===== src/pvs_consts.vh =====
// Constants and register map of the serial PCM voice port.
`ifndef PVS_CONSTS_VH
`define PVS_CONSTS_VH

`define PVS_PCLK_MHZ       125
`define PVS_BCLK_MAX_MHZ   12
`define PVS_BURST_MAX_MHZ  24
`define PVS_BIT_MIN_CYC    ((`PVS_PCLK_MHZ + `PVS_BCLK_MAX_MHZ - 1) / `PVS_BCLK_MAX_MHZ)
`define PVS_BURST_MIN_CYC  ((`PVS_PCLK_MHZ + `PVS_BURST_MAX_MHZ - 1) / `PVS_BURST_MAX_MHZ)
`define PVS_HALF_MIN       ((`PVS_BIT_MIN_CYC + 1) / 2)
`define PVS_HALF_MIN_BURST ((`PVS_BURST_MIN_CYC + 1) / 2)

`define PVS_ADDR_CTRL   8'h00
`define PVS_ADDR_CLKDIV 8'h04
`define PVS_ADDR_FRLEN  8'h08
`define PVS_ADDR_FILL   8'h0C
`define PVS_ADDR_TXDATA 8'h10
`define PVS_ADDR_RXDATA 8'h14
`define PVS_ADDR_STATUS 8'h18

`define PVS_CTRL_EN     0
`define PVS_CTRL_MASTER 1
`define PVS_CTRL_LONG   2
`define PVS_CTRL_MODE   4:3
`define PVS_CTRL_BURST  5
`define PVS_CTRL_FILL   7:6
`define PVS_CTRL_RJUST  8
`define PVS_CTRL_LSBF   9
`define PVS_CTRL_SLOT   13:10
`define PVS_CTRL_W      14

`define PVS_MODE_NB   2'h0
`define PVS_MODE_WBV  2'h1
`define PVS_MODE_SBC  2'h2

`define PVS_FILL_ZERO 2'h0
`define PVS_FILL_ONES 2'h1
`define PVS_FILL_SIGN 2'h2
`define PVS_FILL_PROG 2'h3

`define PVS_RST_CTRL   14'h0000
`define PVS_RST_CLKDIV 8'h06
`define PVS_RST_FRLEN  8'h0F
`define PVS_RST_FILL   3'h0

`define PVS_ST_RXV    0
`define PVS_ST_TXL    1
`define PVS_ST_RATE   2
`define PVS_ST_BURST  3
`define PVS_ST_LOCK   4
`define PVS_ST_FCNT   15:8

`define PVS_LONG_BITS 8'h03
`define PVS_SLOT_LAST 4'hF

`endif


===== src/pvs_port.v =====
// Serial PCM voice port with APB registers, master or slave framing.
//
// The implementer's own choices: the APB register port and the register offsets.
`timescale 1ns/1ps
`include "pvs_consts.vh"
module pvs_port (
  input  wire        pclk,
  input  wire        presetn,
  input  wire        psel,
  input  wire        penable,
  input  wire        pwrite,
  input  wire [7:0]  paddr,
  input  wire [31:0] pwdata,
  output reg  [31:0] prdata,
  output reg         pready,
  output reg         pslverr,
  input  wire        pcm_bclk_in,
  output reg         pcm_bclk_out,
  output reg         pcm_bclk_oe_n,
  input  wire        pcm_sync_in,
  output reg         pcm_sync_out,
  output reg         pcm_sync_oe_n,
  input  wire        pcm_din,
  output reg         pcm_dout,
  output reg         pcm_dout_oe_n
);
  reg  [13:0] ctrl;
  reg  [7:0]  clkdiv;
  reg  [7:0]  frlen;
  reg  [2:0]  fill_val;
  reg  [15:0] tx_data;
  reg  [15:0] rx_data;
  reg         rx_valid;
  reg         tx_loaded;
  reg         rate_err;
  reg  [7:0]  frame_cnt;
  reg         locked;
  reg  [7:0]  div_cnt;
  reg  [7:0]  bitcnt;
  reg         start_pend;
  reg  [7:0]  start_val;
  reg         bclk_d;
  reg         fs_prev;
  reg  [15:0] tx_sh;
  reg  [15:0] rx_sh;
  reg  [7:0]  per_cnt;
  reg  [31:0] rd_mux;
  reg         addr_ok;
  reg  [7:0]  next_bit;
  wire [2:0]  pins_s;
  wire [15:0] tx_word;
  wire [15:0] rx_sample;
  wire        bclk_s;
  wire        fs_s;
  wire        din_s;

  wire       en        = ctrl[`PVS_CTRL_EN];
  wire       master    = ctrl[`PVS_CTRL_MASTER];
  wire       long_sync = ctrl[`PVS_CTRL_LONG];
  // Burst needs the host to set the command bit; nothing else raises the rate.
  wire       burst     = ctrl[`PVS_CTRL_BURST];
  wire [3:0] own_slot  = ctrl[`PVS_CTRL_SLOT];

  // The programmed divider is clamped so the bit clock stays in its limit.
  wire [31:0] half_min_w = burst ? `PVS_HALF_MIN_BURST : `PVS_HALF_MIN;
  wire [7:0]  half_min   = half_min_w[7:0];
  wire [7:0] half     = (clkdiv < half_min) ? half_min : clkdiv;

  wire apb_setup = psel & ~penable;
  wire apb_acc   = psel & penable & pready;
  wire wr_acc    = apb_acc & pwrite & ~pslverr;
  wire rd_acc    = apb_acc & ~pwrite & ~pslverr;

  pvs_sync2 #(
    .W (3)
  ) u_sync (
    .pclk    (pclk),
    .presetn (presetn),
    .d       ({pcm_bclk_in, pcm_sync_in, pcm_din}),
    .q       (pins_s)
  );

  assign bclk_s = pins_s[2];
  assign fs_s   = pins_s[1];
  assign din_s  = pins_s[0];

  pvs_fmt u_fmt (
    .mode      (ctrl[`PVS_CTRL_MODE]),
    .fill_sel  (ctrl[`PVS_CTRL_FILL]),
    .fill_val  (fill_val),
    .rjust     (ctrl[`PVS_CTRL_RJUST]),
    .lsb_first (ctrl[`PVS_CTRL_LSBF]),
    .tx_sample (tx_data),
    .rx_word   (rx_sh),
    .tx_word   (tx_word),
    .rx_sample (rx_sample)
  );

  // Bit clock events: from the own divider as master, from the synced pin as slave.
  wire div_tick = master & en & (div_cnt == 8'h00);
  wire rise_ev  = master ? (div_tick & ~pcm_bclk_out) : (en & bclk_s & ~bclk_d);
  wire fall_ev  = master ? (div_tick & pcm_bclk_out) : (en & ~bclk_s & bclk_d);
  wire active   = en & (master | locked);
  wire own_now  = (bitcnt[7:4] == own_slot);
  wire own_next = (next_bit[7:4] == own_slot);

  always @* begin
    if (!master && start_pend) begin
      next_bit = start_val;
    end else if (bitcnt >= frlen) begin
      next_bit = 8'h00;
    end else begin
      next_bit = bitcnt + 8'h01;
    end
  end

  always @* begin
    addr_ok = 1'b1;
    rd_mux  = 32'h00000000;
    case (paddr)
      `PVS_ADDR_CTRL:   rd_mux = {18'h00000, ctrl};
      `PVS_ADDR_CLKDIV: rd_mux = {24'h000000, clkdiv};
      `PVS_ADDR_FRLEN:  rd_mux = {24'h000000, frlen};
      `PVS_ADDR_FILL:   rd_mux = {29'h00000000, fill_val};
      `PVS_ADDR_TXDATA: rd_mux = {16'h0000, tx_data};
      `PVS_ADDR_RXDATA: rd_mux = {16'h0000, rx_data};
      `PVS_ADDR_STATUS: rd_mux = {16'h0000, frame_cnt, 3'h0, locked, burst, rate_err, tx_loaded, rx_valid};
      default:          addr_ok = 1'b0;
    endcase
  end

  // APB answers in the first access cycle; prdata is latched at setup.
  always @(posedge pclk or negedge presetn) begin
    if (!presetn) begin
      pready  <= 1'b0;
      pslverr <= 1'b0;
      prdata  <= 32'h00000000;
    end else begin
      pready  <= apb_setup;
      pslverr <= apb_setup & ~addr_ok;
      if (apb_setup && !pwrite) begin
        prdata <= rd_mux;
      end
    end
  end

  always @(posedge pclk or negedge presetn) begin
    if (!presetn) begin
      ctrl     <= `PVS_RST_CTRL;
      clkdiv   <= `PVS_RST_CLKDIV;
      frlen    <= `PVS_RST_FRLEN;
      fill_val <= `PVS_RST_FILL;
      tx_data  <= 16'h0000;
    end else if (wr_acc) begin
      case (paddr)
        `PVS_ADDR_CTRL:   ctrl     <= pwdata[`PVS_CTRL_W-1:0];
        `PVS_ADDR_CLKDIV: clkdiv   <= pwdata[7:0];
        `PVS_ADDR_FRLEN:  frlen    <= pwdata[7:0];
        `PVS_ADDR_FILL:   fill_val <= pwdata[2:0];
        `PVS_ADDR_TXDATA: tx_data  <= pwdata[15:0];
        default:          tx_data  <= tx_data;
      endcase
    end
  end

  // Master bit clock divider; it idles low while disabled or in slave role.
  always @(posedge pclk or negedge presetn) begin
    if (!presetn) begin
      div_cnt      <= 8'h00;
      pcm_bclk_out <= 1'b0;
    end else if (!(master && en)) begin
      div_cnt      <= 8'h00;
      pcm_bclk_out <= 1'b0;
    end else if (div_tick) begin
      div_cnt      <= half - 8'h01;
      pcm_bclk_out <= ~pcm_bclk_out;
    end else begin
      div_cnt <= div_cnt - 8'h01;
    end
  end

  always @(posedge pclk or negedge presetn) begin
    if (!presetn) begin
      pcm_bclk_oe_n <= 1'b1;
      pcm_sync_oe_n <= 1'b1;
      bclk_d        <= 1'b0;
    end else begin
      pcm_bclk_oe_n <= ~(master & en);
      pcm_sync_oe_n <= ~(master & en);
      bclk_d        <= bclk_s;
    end
  end

  // Framing: bit counter, master sync pulse, slave sync detection.
  always @(posedge pclk or negedge presetn) begin
    if (!presetn) begin
      bitcnt       <= 8'h00;
      start_pend   <= 1'b0;
      start_val    <= 8'h00;
      fs_prev      <= 1'b0;
      locked       <= 1'b0;
      pcm_sync_out <= 1'b0;
      frame_cnt    <= 8'h00;
    end else if (!en) begin
      // Parked on the last bit so the first rising edge opens bit 0 and a long sync is full width.
      bitcnt       <= frlen;
      start_pend   <= 1'b0;
      locked       <= 1'b0;
      pcm_sync_out <= 1'b0;
    end else begin
      if (rise_ev) begin
        bitcnt     <= next_bit;
        start_pend <= 1'b0;
        if (master) begin
          // Short: high through the last bit so the slave sees it on the falling edge.
          // Long: high for the first three bits of the frame.
          if (long_sync) begin
            pcm_sync_out <= (next_bit < `PVS_LONG_BITS);
          end else begin
            pcm_sync_out <= (next_bit == frlen);
          end
          if (next_bit == 8'h00) begin
            frame_cnt <= frame_cnt + 8'h01;
          end
        end
      end
      if (fall_ev && !master) begin
        fs_prev <= fs_s;
        if (long_sync ? (fs_s && !fs_prev) : fs_s) begin
          // Long sync is seen inside bit 0, so the next rising edge opens bit 1.
          start_pend <= 1'b1;
          start_val  <= long_sync ? 8'h01 : 8'h00;
          locked     <= 1'b1;
          frame_cnt  <= frame_cnt + 8'h01;
        end
      end
    end
  end

  // Transmit shifter and output enable for the owned slot only.
  always @(posedge pclk or negedge presetn) begin
    if (!presetn) begin
      tx_sh         <= 16'h0000;
      pcm_dout      <= 1'b0;
      pcm_dout_oe_n <= 1'b1;
    end else if (!active) begin
      pcm_dout_oe_n <= 1'b1;
    end else if (rise_ev) begin
      if (!own_next) begin
        pcm_dout_oe_n <= 1'b1;
      end else if (next_bit[3:0] == 4'h0) begin
        tx_sh         <= {tx_word[14:0], 1'b0};
        pcm_dout      <= tx_word[15];
        pcm_dout_oe_n <= 1'b0;
      end else begin
        tx_sh    <= {tx_sh[14:0], 1'b0};
        pcm_dout <= tx_sh[15];
      end
    end else if (fall_ev && own_now && bitcnt[3:0] == `PVS_SLOT_LAST) begin
      // Released mid last bit: the far end has already sampled it on the falling edge.
      pcm_dout_oe_n <= 1'b1;
    end
  end

  // Receive shifter; spare bits are dropped by the formatter.
  always @(posedge pclk or negedge presetn) begin
    if (!presetn) begin
      rx_sh <= 16'h0000;
    end else if (active && fall_ev && own_now) begin
      rx_sh <= {rx_sh[14:0], din_s};
    end
  end

  wire rx_done = active && fall_ev && own_now && (bitcnt[3:0] == `PVS_SLOT_LAST);
  reg  rx_done_d;
  wire tx_load = active && rise_ev && own_next && (next_bit[3:0] == 4'h0);

  // Status flags: a new event wins over a clear in the same cycle.
  always @(posedge pclk or negedge presetn) begin
    if (!presetn) begin
      rx_done_d <= 1'b0;
      rx_data   <= 16'h0000;
      rx_valid  <= 1'b0;
      tx_loaded <= 1'b0;
    end else begin
      rx_done_d <= rx_done;
      if (rx_done_d) begin
        rx_data  <= rx_sample;
        rx_valid <= 1'b1;
      end else if (rd_acc && paddr == `PVS_ADDR_RXDATA) begin
        rx_valid <= 1'b0;
      end
      if (tx_load) begin
        tx_loaded <= 1'b1;
      end else if (wr_acc && paddr == `PVS_ADDR_TXDATA) begin
        tx_loaded <= 1'b0;
      end
    end
  end

  // Slave rate guard: flags bit clocks faster than the allowed rate.
  always @(posedge pclk or negedge presetn) begin
    if (!presetn) begin
      per_cnt  <= 8'h00;
      rate_err <= 1'b0;
    end else begin
      if (master || !en) begin
        per_cnt <= 8'h00;
      end else if (rise_ev) begin
        per_cnt <= 8'h00;
      end else if (per_cnt != 8'hFF) begin
        per_cnt <= per_cnt + 8'h01;
      end
      if (!master && rise_ev && locked && (per_cnt < {half_min[6:0], 1'b0} - 8'h01)) begin
        rate_err <= 1'b1;
      end else if (wr_acc && paddr == `PVS_ADDR_STATUS && pwdata[`PVS_ST_RATE]) begin
        rate_err <= 1'b0;
      end
    end
  end
endmodule


===== src/pvs_sync2.v =====
// Two-flop synchroniser for pins that come from outside the pclk domain.
`timescale 1ns/1ps
module pvs_sync2 #(
  parameter W = 3
) (
  input  wire         pclk,
  input  wire         presetn,
  input  wire [W-1:0] d,
  output reg  [W-1:0] q
);
  reg [W-1:0] meta;

  always @(posedge pclk or negedge presetn) begin
    if (!presetn) begin
      meta <= {W{1'b0}};
      q    <= {W{1'b0}};
    end else begin
      meta <= d;
      q    <= meta;
    end
  end
endmodule


===== src/pvs_fmt.v =====
// Slot word formatting: 13-bit narrowband packing, filler and bit order.
`timescale 1ns/1ps
`include "pvs_consts.vh"
module pvs_fmt (
  input  wire [1:0]  mode,
  input  wire [1:0]  fill_sel,
  input  wire [2:0]  fill_val,
  input  wire        rjust,
  input  wire        lsb_first,
  input  wire [15:0] tx_sample,
  input  wire [15:0] rx_word,
  output reg  [15:0] tx_word,
  output reg  [15:0] rx_sample
);
  reg [2:0]  fill;
  reg [15:0] slot_word;
  reg [15:0] rx_ord;

  function [15:0] rev16;
    input [15:0] v;
    integer i;
    begin
      for (i = 0; i < 16; i = i + 1)
        rev16[i] = v[15-i];
    end
  endfunction

  always @* begin
    case (fill_sel)
      `PVS_FILL_ZERO: fill = 3'h0;
      `PVS_FILL_ONES: fill = 3'h7;
      `PVS_FILL_SIGN: fill = {3{tx_sample[12]}};
      default:        fill = fill_val;
    endcase
    // Wideband and SBC words pass whole; only narrowband is packed.
    if (mode == `PVS_MODE_NB) begin
      slot_word = rjust ? {fill, tx_sample[12:0]} : {tx_sample[12:0], fill};
    end else begin
      slot_word = tx_sample;
    end
    tx_word = lsb_first ? rev16(slot_word) : slot_word;
    rx_ord  = lsb_first ? rev16(rx_word) : rx_word;
    // Narrowband spare bits are dropped and the sample is sign extended; other modes pass whole.
    if (mode == `PVS_MODE_NB) begin
      rx_sample = rjust ? {{3{rx_ord[12]}}, rx_ord[12:0]} : {{3{rx_ord[15]}}, rx_ord[15:3]};
    end else begin
      rx_sample = rx_ord;
    end
  end
endmodule


===== config.mk =====
export PLATFORM = sky130hd
export DESIGN_NAME = pvs_port
export DESIGN_NICKNAME = d
export VERILOG_FILES = /design/src/pvs_port.v /design/src/pvs_sync2.v /design/src/pvs_fmt.v
export VERILOG_INCLUDE_DIRS = /design/src
export SDC_FILE = /design/constraint.sdc
export NUM_CORES = 1
export LEC_CHECK = 0
export ABC_AREA = 1
export BUFFER_PORTS_ARGS = -buffer_cell sky130_fd_sc_hd__buf_2
export CAP_MARGIN = 40
export CORE_MARGIN = 2
export CORE_UTILIZATION = 29
export DETAILED_ROUTE_END_ITERATION = 8
export GPL_ROUTABILITY_DRIVEN = 0
export PLACE_DENSITY = 0.47
export SLEW_MARGIN = 20
export SYNTH_ARGS = -nofsm -noshare
export SYNTH_HDL_FRONTEND = slang
export SYNTH_SLANG_ARGS = --single-unit

===== constraint.sdc =====
create_clock -name pclk -period 6.1 [get_ports pclk]
set_input_delay 0.915 -clock pclk [delete_from_list [all_inputs] [get_ports pclk]]
set_output_delay 0.915 -clock pclk [all_outputs]
set_load 0.01 [all_outputs]

==> run summary <==
Worst Reg-to-Reg Cells: 11
Mapped cell area: 9220 µm²
Rel. slew slack: 0.524
Critical path data arrival time: 3.19 ns
Worst-path cell chain: nand2_2, inv_2, nand2_2, inv_2, nand2_1, a21oi_1, nand2_1, or2_1, buf_8, nand2_1, o21ai_0
DR vias: 7845
Share of layout cells above drive strength 1: 0.125
Gate power share: 0.034
Filler cells: 3355
Worst Setup SP: ctrl[0]
Sink Count: 166
Vias in the first global route: 7549
ANT nets after route: 0
Worst R2R Setup Slack: 3.23 ns
Via-to-Cell Ratio: 4.79
Seq pwr share: 0.475
DRC errors left: 0
All-Layer GR Usage: 0.169
Initial Utilization: 0.293
CP startpoint kind: flop
Max Cap Viol: 0
Setup crit end: rx_sh[14]
Slew Viols, Final: 0
Largest net degree at the start of global routing: 71
Top cells by area, synth: dfrtp_1 43%, nand2_1 12%, o21ai_0 7.9%, inv_1 6.1%, nor2_1 3.1%
Clock transition at path regs: 0.06 ns
Post-synth EDFFs: 0
Critical Setup Path Class: flop to flop
Fmax: 0.348 GHz
DP HPWL: 20.1 mm
Critical Path Fanout Max: 22
Top Ports: 88
P_sw: 542 µW
Final core utilization: 0.332
PortBufs: 55
Area Overhead vs Synth: 13.4%
Die X: 182 µm
Crit-path leading delay family: simple AND/OR/NAND/NOR gates
Ys async rst share: 1.00
Total Wirelength: 27.1 mm
# H-tree levels: 4
Syn Inst Count: 1180
Top-area cell type share of the netlist area: 0.429
Minimum clock period: 2.87 ns
Setup Buffers After CTS: 0
Hold crit path type: flop to flop
Inst Count DP: 1607
Status: complete, no violations
Power Internal: 1.79 mW
Final TNS setup: 0 ns
CTS Buf Count: 17
Syn. warnings: 0
CP required: 6.42 ns
Sequential cell area: 4160 µm²
Synth Flop Type: dfrtp_1
# hold bufs at CTS: 0
Most used cell, CP: nand2_1
Antenna cells: 0
Antenna violations before repair: 0
Reg2reg start: ctrl[0]
Critical path capture point type: flop
Clock Skews: 0.0154 ns
Die Y: 182 µm
Reg2reg end: rx_sh[14]
Post-Layout Cell Count: 1639
Clk_lat worst skew: 0.45 ns
Final Hold Viols: 0
CP max stage delay: 0.76 ns
CP Depth: 11
Drt pass-1 iters: 5
CP Buf/Inv Count: 3
FP Rows: 65
Root Driver: clkbuf_16
Avg Cell Area, Syn: 7.82 µm²
Die ar.: 33200 µm²
Synth cell types: 52
Leading area contributor after synthesis: dfrtp_1
Maximum vdd ir drop: 0.202 mV
Cts repair resizes: 0
Pwr dens: 223 nW/µm²
Multi-input gate area: 4210 µm²
Leak Pwr: 5.04 nW
Clk buf depth: 2
CTS tree: yes
First-pass GRT wire length: 43.0 mm
Wire length per cell: 16.5 µm
# nets final: 1288
Clock power frac: 0.491
Core box area: 31500 µm²
Yosys reg bits: 166
Overflow after GRT: 0
Crit-path slowest cell: dfrtp_1
Sw frac: 0.232
Worst-Margin Slew: 0.712 ns
Sequential-to-total area share from yosys stat: 0.451
Final setup viols: 0
RSZ-0062 raised after global routing: false
Tcrit/Tclk final: 0.471
Drt initial violations: 481
==> how the worst min path moves through the flow <==
stage / cells past startpoint / from / end / slack (ns)
2_1_floorplan: 0 / u_sync.meta[0] / u_sync.q[0] / 0.33
3_3_place_gp: 0 / u_sync.meta[0] / u_sync.q[0] / 0.33
3_5_place_dp: 0 / u_sync.meta[0] / u_sync.q[0] / 0.34
4_1_cts: 0 / u_sync.meta[2] / u_sync.q[2] / 0.35
5_1_grt: 0 / u_sync.meta[0] / u_sync.q[0] / 0.36
6_report: 0 / u_sync.meta[2] / u_sync.q[2] / 0.35
==> cells in the final DEF (no fill, tap or decap), types with 5 or more instances in the layout <==
cell,netlist,layout
o21ai_0,145,145
buf_2,6,54
xor2_1,13,13
o211ai_1,6,6
dfrtp_1,158,158
inv_1,151,151
a21oi_1,50,50
nor2_1,77,76
mux2i_1,25,25
nor2_2,4,5
o21ai_1,18,18
dfstp_2,8,8
nand3_1,40,40
clkbuf_16,0,17
nand2_1,297,297
o21ai_2,11,11
mux2_2,7,7
ha_1,16,16
inv_2,8,8
nand4_1,6,6
conb_1,1,16
nand2_2,7,7
o2111ai_1,6,6
o221ai_1,12,12
o22ai_1,11,11
buf_4,19,7
nor3_1,10,9
==> metrics by stage <==
step                instance area (µm²)  hold WS [ns]  setup slack (ns)  power, mW
global route                      10500         0.363              2.98       2.41
floorplan                          9280         0.331              3.77       1.17
CTS                               10500         0.352              3.22       2.36
finish                            10500         0.348              3.23       2.34
detailed placement                 9850         0.336              2.92       1.21
global placement                   9820         0.333              2.86       1.21
==> worst register-to-register path, stage by stage, from the launching register on <==
cell and delay [ns]:
dfrtp_1 0.76, nand2_2 0.27, inv_2 0.17, nand2_2 0.10, inv_2 0.14, nand2_1 0.11, a21oi_1 0.28, nand2_1 0.11
or2_1 0.43, buf_8 0.26, nand2_1 0.06, o21ai_0 0.06
==> state kept, by name, indices dropped and copies added, names as in the netlist, 8 cells and up <==
| register | flops |
|---|---|
| bitcnt | 8 |
| rx_sh | 16 |
| per_cnt | 8 |
| rx_data | 16 |
| clkdiv | 8 |
| ctrl | 14 |
| frlen | 8 |
| tx_sh | 15 |
| div_cnt | 8 |
| frame_cnt | 8 |
| tx_data | 16 |
| prdata | 16 |
==> synthesized netlist by cell type (all sizes together) (3+ instances only) <==
cell	number
inv	160
nor3	12
mux2	7
mux2i	25
o221ai	12
o211ai	6
nor4	3
a22oi	3
nand4	6
dfstp	8
o21ai	174
o22ai	12
nor2	83
clkbuf	26
o2111ai	6
nand2	306
or2	5
buf	28
o31ai	3
nand3	41
xor2	13
a21oi	50
dfrtp	158
ha	16
==> final cells by class <==
cell class / instances / area share
clock buffer: 21 / 0.0440
clock inverter: 11 / 0.0141
inverter: 161 / 0.0580
multi-input combinational: 814 / 0.403
sequential: 166 / 0.398
tap: 402 / 0.0481
timing repair buffer: 64 / 0.0353
==> metal layers <==
layer  vias to the layer above  routed length (µm)  global-route usage
met5                         -                   0                   0
met4                         0                 414              0.0477
met3                        26                 944              0.0303
met2                       154               12700               0.273
met1                      3734               13000               0.231
li1                       3931                   -                   -
==> kinds of logic after synthesis <==
logic type                 after synthesis  share of synthesized area
adders and majority gates               16                     0.0217
and+or+nand+nor                        459                      0.208
muxes                                   32                     0.0357
buffers and inverters                  215                     0.0988
AOI/OAI and AO/OA                      278                      0.172
DFF                                    166                      0.451
other                                    1                   0.000407
xor gates and xnor gates                13                     0.0123
==> power by group through the flow <==
stage	combinational (mW)	clock (mW)	sequential [mW]
final	0.0786	1.15	1.11
after global routing	0.0899	1.21	1.11
after CTS	0.0813	1.17	1.11
after detailed placement	0.0811	0	1.13
after global placement	0.0806	0	1.13
after floorplan	0.0365	0	1.13
Note: power is estimated with default switching activity, not from simulation.
